$ cat src/gpp_defs.svh
// Overview of operation
// - Port 2 direction bit 1 makes that pin an output, 0 an input.
// - Port 2 direction register is write-only and always reads as all ones.
// - Reset clears port 2 direction to zero, all port 2 pins inputs.
// - Port 2 output pins read back the stored data bit, not the pin.
// - Port 2 input pins read back the level sampled on the pin.
// - Reset clears all eight port 2 data bits to zero.
// - Port 2: float/pull-up in reset, hold in sleep, float when stopped.
// - First port top pin floats in reset, holds in sleep, floats when stopped.
// - Port 4 six pins drive only high, never actively low.
// - Port 4 data bits 7 and 6 read as one and ignore writes.
// - Reset sets port 4 data to upper two ones, six zeros.
// - Port 4 data 0 floats the pin, 1 drives it high.
`ifndef GPP_DEFS_SVH
`define GPP_DEFS_SVH

// Register indices; the byte address is four times the index.
`define GPP_IDX_PORT2_DATA 16'hFFD2
`define GPP_IDX_PORT4_DATA 16'hFFD4
`define GPP_IDX_PORT2_DIR 16'hFFE2
`define GPP_IDX_LSB 2
`define GPP_IDX_MSB 17

// Reset values and fixed read patterns.
`define GPP_PORT2_DATA_RST 8'h00
`define GPP_PORT2_DIR_RST 8'h00
`define GPP_PORT4_DATA_RST 8'hC0
`define GPP_PORT4_RSVD_BITS 2'h3
`define GPP_DIR_READ_VALUE 8'hFF
`define GPP_UNMAPPED_READ 8'h00

// Bus encodings.
`define GPP_HTRANS_ACTIVE_BIT 1
`define GPP_HRESP_OKAY 1'h0

`endif

$ cat src/gpp_pkg.sv
package gpp_pkg;

  // Operating mode of the chip as seen by the pin drivers.
  typedef enum logic [2:0] {
    gpp_mode_active,
    gpp_mode_sleep,
    gpp_mode_standby,
    gpp_mode_watch,
    gpp_mode_subactive
  } gpp_mode_t;

  // Register access handed from the bus slave to the port logic.
  typedef struct packed {
    logic wr;
    logic [15:0] idx;
    logic [7:0] wdata;
  } gpp_bus_req_t;

  // Bus slave state.
  typedef struct packed {
    logic ph_write;
    logic ph_read;
    logic ph_wait;
    logic hit;
    logic [15:0] idx;
    logic [31:0] rdata;
  } gpp_slv_state_t;

  // Port register and sleep hold state.
  typedef struct packed {
    logic [7:0] p2_dir;
    logic [7:0] p2_data;
    logic [5:0] p4_data;
    logic [7:0] hold_p2_out;
    logic [7:0] hold_p2_oe;
    logic [5:0] hold_p4_oe;
    logic hold_p1_out;
    logic hold_p1_oe;
  } gpp_regs_t;

  // Byte address of a register given its index.
  function automatic logic [31:0] gpp_reg_addr(input logic [15:0] idx);
    gpp_reg_addr = {14'h0000, idx, 2'h0};
  endfunction

endpackage

$ cat src/gpp_ahb_slave.sv
`timescale 1ns/1ps
`include "gpp_defs.svh"
module gpp_ahb_slave (
  input wire logic clk_i,
  input wire logic resetn_i,
  input wire logic hsel_i,
  input wire logic [31:0] haddr_i,
  input wire logic [1:0] htrans_i,
  input wire logic hwrite_i,
  input wire logic [31:0] hwdata_i,
  input wire logic hready_i,
  output logic hreadyout_o,
  output logic hresp_o,
  output logic [31:0] hrdata_o,
  input wire logic [7:0] rd_value_i,
  output gpp_pkg::gpp_bus_req_t req_o
);
  import gpp_pkg::*;

  gpp_slv_state_t s;
  gpp_slv_state_t next_s;
  logic accept;
  logic addr_hit;

  // Only the three port registers decode; all else reads zero, writes drop.
  assign addr_hit = (haddr_i == gpp_reg_addr(`GPP_IDX_PORT2_DATA)) ||
                    (haddr_i == gpp_reg_addr(`GPP_IDX_PORT4_DATA)) ||
                    (haddr_i == gpp_reg_addr(`GPP_IDX_PORT2_DIR));
  assign accept = hsel_i && htrans_i[`GPP_HTRANS_ACTIVE_BIT] && hready_i;

  // Reads take one wait state so the value is captured in a flop after
  // any write in the preceding data phase has landed.
  always_comb begin
    next_s = s;
    next_s.ph_write = 1'b0;
    if (s.ph_read && s.ph_wait) begin
      next_s.ph_wait = 1'b0;
      next_s.rdata = {24'h000000, s.hit ? rd_value_i : `GPP_UNMAPPED_READ};
    end else begin
      next_s.ph_read = 1'b0;
    end
    if (accept) begin
      next_s.ph_write = hwrite_i;
      next_s.ph_read = !hwrite_i;
      next_s.ph_wait = !hwrite_i;
      next_s.hit = addr_hit;
      next_s.idx = haddr_i[`GPP_IDX_MSB:`GPP_IDX_LSB];
    end
  end

  always_ff @(posedge clk_i) begin
    if (!resetn_i) begin
      s <= '0;
    end else begin
      s <= next_s;
    end
  end

  // Write strobe acts at the edge closing the data phase.
  assign req_o.wr = s.ph_write && s.hit;
  assign req_o.idx = s.idx;
  assign req_o.wdata = hwdata_i[7:0];
  assign hreadyout_o = !(s.ph_read && s.ph_wait);
  assign hresp_o = `GPP_HRESP_OKAY;
  assign hrdata_o = s.rdata;
endmodule

$ cat src/gpp_port_ctrl.sv
// Implementation choice: the AHB-Lite slave port.
`timescale 1ns/1ps
`include "gpp_defs.svh"
module gpp_port_ctrl #(
  parameter int P2_W = 8,
  parameter int P4_W = 6,
  parameter int P1_LOW_W = 7
) (
  input wire logic clk_i,
  input wire logic resetn_i,
  input wire logic hsel_i,
  input wire logic [31:0] haddr_i,
  input wire logic [1:0] htrans_i,
  input wire logic hwrite_i,
  input wire logic [2:0] hsize_i,
  input wire logic [31:0] hwdata_i,
  input wire logic hready_i,
  output logic hreadyout_o,
  output logic hresp_o,
  output logic [31:0] hrdata_o,
  input gpp_pkg::gpp_mode_t op_mode_i,
  input wire logic [P2_W-1:0] p2_in_i,
  output logic [P2_W-1:0] p2_out_o,
  output logic [P2_W-1:0] p2_oe_o,
  output logic [P2_W-1:0] p2_pullup_o,
  output logic [P4_W-1:0] p4_out_o,
  output logic [P4_W-1:0] p4_oe_o,
  input wire logic p1_top_out_i,
  input wire logic p1_top_oe_i,
  output logic first_port_top_pin_out_o,
  output logic first_port_top_pin_oe_o,
  output logic [P1_LOW_W-1:0] p1_low_pullup_o
);
  import gpp_pkg::*;

  gpp_regs_t r;
  gpp_regs_t next_r;
  gpp_bus_req_t req;
  logic [7:0] rd_value;
  logic [7:0] p2_read;
  logic in_reset;
  logic sleeping;
  logic running;

  // Transfer size is not checked: only whole-word accesses are issued and
  // the registers live in the low byte of each word.
  gpp_ahb_slave u_slave (
    .clk_i(clk_i),
    .resetn_i(resetn_i),
    .hsel_i(hsel_i),
    .haddr_i(haddr_i),
    .htrans_i(htrans_i),
    .hwrite_i(hwrite_i),
    .hwdata_i(hwdata_i),
    .hready_i(hready_i),
    .hreadyout_o(hreadyout_o),
    .hresp_o(hresp_o),
    .hrdata_o(hrdata_o),
    .rd_value_i(rd_value),
    .req_o(req)
  );

  // Mixed readback: output pins show the latch, input pins show the wire.
  assign p2_read = (r.p2_dir & r.p2_data) |
                   (~r.p2_dir & p2_in_i);

  // Read value for the index captured by the slave.
  always_comb begin
    if (req.idx == `GPP_IDX_PORT2_DATA) begin
      rd_value = p2_read;
    end else if (req.idx == `GPP_IDX_PORT4_DATA) begin
      rd_value = {`GPP_PORT4_RSVD_BITS, r.p4_data};
    end else if (req.idx == `GPP_IDX_PORT2_DIR) begin
      rd_value = `GPP_DIR_READ_VALUE;
    end else begin
      rd_value = `GPP_UNMAPPED_READ;
    end
  end

  // Register writes and the sleep snapshot of the pin drivers.
  always_comb begin
    next_r = r;
    if (req.wr) begin
      if (req.idx == `GPP_IDX_PORT2_DATA) begin
        next_r.p2_data = req.wdata;
      end else if (req.idx == `GPP_IDX_PORT4_DATA) begin
        next_r.p4_data = req.wdata[P4_W-1:0];
      end else if (req.idx == `GPP_IDX_PORT2_DIR) begin
        next_r.p2_dir = req.wdata;
      end
    end
    // The snapshot follows the live drive only while running, so entering
    // sleep freezes whatever the pins showed in the last active cycle.
    if (op_mode_i == gpp_mode_active) begin
      next_r.hold_p2_out = r.p2_data;
      next_r.hold_p2_oe = r.p2_dir;
      next_r.hold_p4_oe = r.p4_data;
      next_r.hold_p1_out = p1_top_out_i;
      next_r.hold_p1_oe = p1_top_oe_i;
    end
  end

  // Reset loads the documented initial values.
  always_ff @(posedge clk_i) begin
    if (!resetn_i) begin
      r <= '0;
      r.p2_dir <= `GPP_PORT2_DIR_RST;
      r.p2_data <= `GPP_PORT2_DATA_RST;
      // Only the six data bits are stored; the reserved ones are read-only.
      r.p4_data <= P4_W'(`GPP_PORT4_DATA_RST);
    end else begin
      r <= next_r;
    end
  end

  assign in_reset = !resetn_i;
  assign sleeping = (op_mode_i == gpp_mode_sleep);
  assign running = (op_mode_i == gpp_mode_active);

  // Port 2 drivers: float while reset is held or the clock is stopped.
  always_comb begin
    if (in_reset) begin
      p2_oe_o = '0;
      p2_out_o = '0;
    end else if (running) begin
      p2_oe_o = r.p2_dir;
      p2_out_o = r.p2_data;
    end else if (sleeping) begin
      p2_oe_o = r.hold_p2_oe;
      p2_out_o = r.hold_p2_out;
    end else begin
      p2_oe_o = '0;
      p2_out_o = r.hold_p2_out;
    end
  end

  // Pull-ups keep port 2 and the lower first-port pins from floating in reset.
  assign p2_pullup_o = {P2_W{in_reset}};
  assign p1_low_pullup_o = {P1_LOW_W{in_reset}};

  // Port 4 can only pull high, so the data level is fixed at one and the
  // enable alone decides whether the pin is driven.
  assign p4_out_o = {P4_W{1'b1}};
  always_comb begin
    if (in_reset) begin
      p4_oe_o = '0;
    end else if (running) begin
      p4_oe_o = r.p4_data;
    end else if (sleeping) begin
      p4_oe_o = r.hold_p4_oe;
    end else begin
      p4_oe_o = '0;
    end
  end

  // First port top pin gating by mode; its function comes from outside.
  always_comb begin
    if (in_reset) begin
      first_port_top_pin_oe_o = 1'b0;
      first_port_top_pin_out_o = 1'b0;
    end else if (running) begin
      first_port_top_pin_oe_o = p1_top_oe_i;
      first_port_top_pin_out_o = p1_top_out_i;
    end else if (sleeping) begin
      first_port_top_pin_oe_o = r.hold_p1_oe;
      first_port_top_pin_out_o = r.hold_p1_out;
    end else begin
      first_port_top_pin_oe_o = 1'b0;
      first_port_top_pin_out_o = r.hold_p1_out;
    end
  end
endmodule

$ cat config.mk
export PLATFORM = sky130hd
export DESIGN_NAME = gpp_port_ctrl
export DESIGN_NICKNAME = d
export VERILOG_FILES = /design/src/gpp_pkg.sv /design/src/gpp_ahb_slave.sv /design/src/gpp_port_ctrl.sv
export VERILOG_INCLUDE_DIRS = /design/src
export SDC_FILE = /design/constraint.sdc
export NUM_CORES = 1
export LEC_CHECK = 0
export ABC_AREA = 0
export ABC_CLOCK_PERIOD_IN_PS = 1700
export BUFFER_PORTS_ARGS = -buffer_cell sky130_fd_sc_hd__buf_4
export CAP_MARGIN = 20
export CORE_MARGIN = 1.5
export CORE_UTILIZATION = 30
export DETAILED_ROUTE_END_ITERATION = 10
export GPL_TIMING_DRIVEN = 0
export MAX_ROUTING_LAYER = met4
export PLACE_DENSITY = 0.61
export SKIP_LAST_GASP = 1
export SLEW_MARGIN = 0
export SYNTH_ARGS = -nofsm -noshare
export SYNTH_HDL_FRONTEND = slang
export SYNTH_HIERARCHICAL = 1
export SYNTH_SLANG_ARGS = --single-unit
$ cat constraint.sdc
create_clock -name clk_i -period 1.7 [get_ports clk_i]
set_input_delay 0.085 -clock clk_i [delete_from_list [all_inputs] [get_ports clk_i]]
set_output_delay 0.085 -clock clk_i [all_outputs]
set_load 0.01 [all_outputs]
==> results.tsv <==
stage	metric	value	unit
floorplanning	# IOs	166	
yosys	synth unique cells	36	
detailed_routing	DR pass1 iterations	4	
yosys	Post-synth EDFFs	0	
grt	vias in the first global route	3167	
placement	Placer Congestion	0.773	
grt	met3 usage	0.0317	
timing	RSZ-0062 raised after global routing	yes	
grt	met2 usage	0.251	
timing	Slew HR	0.379	
detailed_routing	Detailed Route Iter0 Violations	98	
placement	# placed instances	780	
detailed_routing	WL/cell	12.4	µm
grt	met1 Use GR	0.180	
placement	# port buffers	98	
clock_tree	CTS root buffer	clkbuf_16	
grt	antenna violations before repair	0	
grt	grt peak-use layer	met2	
yosys	synth warn	6	
yosys	Top FF cell, synth	dfxtp_1	
yosys	mapped cell area	0.00385	mm²
detailed_routing	DRC	0	
power	total power draw	4.21	mW
timing	Finish-stage setup viols	0	
worst_setup_path	CP max stage cell	and4b_1	
floorplanning	core area	0.0126	mm²
timing	fmax	598	MHz
clock_tree	CTS tree	built	
grt	largest net degree at the start of global routing	25	
yosys	Seq cells post-synth	74	
power	Pint	3.26	mW
power	power share of the combinational group	0.103	
hold_path	HP Class	input port to flop	
yosys	Mapped Cells	481	
floorplanning	Initial Utilization	0.307	
power	Psw	0.946	mW
timing	WHS	0.00721	ns
clock_tree	Clock Path Buffers	2	
floorplanning	Die X	116	µm
yosys	Async S/R FF share, synth	0	
yosys	sequential-to-total area share from yosys stat	0.384	
floorplanning	die height	116	µm
power	sw frac	0.225	
power	Sequential Power Share	0.418	
detailed_routing	Detailed Route WL	9.81	mm
timing	Tcrit/Tclk final	0.984	
placement	dpl hpwl	7.68	mm
worst_setup_path	Worst Path Buf+Inv	1	
finish	Final Net Count	704	
finish	Area growth syn-to-layout	36.9	%
job	Max Cap Violations	0	
detailed_routing	Vias/cell	4.34	
worst_setup_path	Critical Path End Type	flop	
finish	filler cell count	1258	
clock_tree	H-tree lvl count	3	
worst_setup_path	largest delay contributor family on the critical path	simple AND/OR/NAND/NOR gates	
power	VDD IR-drop max	0.000393	V
finish	final non-filler cell total	793	
worst_setup_path	CP Class	flop to flop	
power	Pwr Density	797	mW/mm²
worst_setup_path	crit path DAT	1.93	ns
worst_setup_path	Worst setup SP type	flop	
worst_setup_path	critical path peak fanout	8	
timing	Final WS setup	0.0264	ns
finish	antenna cells	0	
worst_setup_path	CP required	1.96	ns
clock_tree	clock sink count	74	
finish	sequential cell area	0.00148	mm²
clock_tree	Clock Latency Late Sink	0.34	ns
timing	Final Hold Viols	0	
clock_tree	clock-pin slew on the worst setup and hold paths	0.06	ns
grt	GR Overflow Total	0	
worst_setup_path	Critical Path, Cell by Cell	buf_4 > and4b_1 > and2_1 > o21ai_4 > o22ai_1 > nand4_1 > a21boi_0	
grt	overall routing resource usage	0.150	
finish	share of cells above drive strength 1	0.340	
grt	first-pass GRT wire length	15.1	mm
power	Clock power frac	0.479	
finish	Multi-input gate area	0.00184	mm²
detailed_routing	vias post-DR	3439	
worst_setup_path	Crit path largest cell delay	0.34	ns
detailed_routing	Post-DRT Antenna Nets	0	
clock_tree	total CTS buffers	9	
yosys	syn avg cell area	8.01	µm²
floorplanning	floorplan row count	41	
floorplanning	die area	0.0135	mm²
timing	Max Slew Vio Count	0	
timing	minimum clock period	1.67	ns
status	outcome	finished clean	
power	Leak Pwr	2.20	nW
placement	DP Worst Slack	-0.120	ns
timing	Worst Clk Skew	0.00965	ns
timing	worst slew pin tran	0.931	ns
-- path summary, 6_finish.rpt --
path	start	end	slack, ns	cells after the start
worst max-delay path	u_slave/req_o[13]	u_slave/hrdata_o[3]	0.03	7
worst min-delay path	hwrite_i	u_slave/s[51]	0.007	2
worst max register to register	u_slave/req_o[13]	u_slave/hrdata_o[3]	0.03	7
worst min register to register	r[10]	r[10]	0.45	2
-- cell usage after synthesis, types with 2 or more instances --
cell / n / area, µm²
nor2_1: 8 / 30.0
o21a_1: 2 / 15.0
buf_4: 79 / 593
buf_2: 4 / 20.0
clkbuf_1: 20 / 75.1
conb_1: 2 / 7.51
o22ai_1: 6 / 37.5
nand3_1: 3 / 15.0
nor4_1: 3 / 18.8
nand4_1: 11 / 68.8
and2_1: 3 / 18.8
and3_1: 4 / 25.0
a21oi_1: 48 / 240
dfxtp_1: 74 / 1480
nor3b_1: 2 / 15.0
and4_1: 3 / 26.3
a21boi_0: 24 / 180
o21ai_0: 2 / 10.0
mux2i_1: 30 / 300
nand2_1: 137 / 514
-- area by class of cell --
class	count	area share
Timing Repair Buffer	99	0.141
Clock inverter	6	0.0171
Inverter	1	0.000711
Buffer	101	0.128
Tap cell	172	0.0408
Clock buffer	9	0.0427
Sequential cell	74	0.281
Multi-Input combinational cell	331	0.349
-- logic make-up after synthesis --
group                  after synthesis  synth area share
AO/OA/AOI/OAI                       86             0.136
buffers and inverters              105             0.182
flip-flops                          74             0.384
multiplexers                        31            0.0808
other                                2           0.00195
AND/OR/NAND/NOR                    183             0.215
-- layout by cell type (no fill, tap or decap), types with 3 or more instances in the layout --
| master | count |
|---|---|
| clkbuf_16 | 9 |
| and4_1 | 3 |
| a21boi_0 | 17 |
| buf_4 | 177 |
| o22ai_1 | 4 |
| conb_1 | 31 |
| a21oi_1 | 48 |
| nor4_1 | 3 |
| mux2i_1 | 30 |
| dfxtp_1 | 72 |
| nand2_1 | 136 |
| nor2_1 | 8 |
| and3_1 | 3 |
| buf_2 | 3 |
| a21boi_1 | 7 |
| nand4_1 | 11 |
| clkbuf_1 | 20 |
-- stage by stage --
stage / setup TNS, ns / cell area [µm²] / util
after detailed placement: -0.746 / 4910 / 0.391
after global placement: -0.471 / 4910 / 0.391
after floorplan: 0 / 3960 / -
final: 0 / 5280 / 0.420
after CTS: 0 / 5270 / 0.419
after global routing: -0.0933 / 5280 / 0.420
-- per-layer routing --
layer	up-vias	wire length [µm]
li1	1781	-
met1	1534	4580
met2	111	4590
met3	13	509
met4	0	132
met5	-	0
-- sequential cells by signal, indices dropped and copies added, names as in the netlist --
register	cells
u_slave/s	4
u_slave/req_o	16
u_slave/hrdata_o	8
r	46
-- what timing repair did --
action	CTS	global route
setup endpoints to repair	8	36
hold buffers	0	0
buffers inserted	1	0
pin swaps	3	10
gates resized for setup	8	18
gates cloned	0	0
-- power by group through the flow --
stage                     clock, mW  combinational [mW]  sequential [mW]
after floorplan                   0               0.258             1.79
after global placement            0               0.425             1.79
after detailed placement          0               0.431             1.80
after CTS                      2.06               0.434             1.76
after global routing           2.13               0.475             1.76
final                          2.02               0.433             1.76
Note: power is estimated with default switching activity, not from simulation.
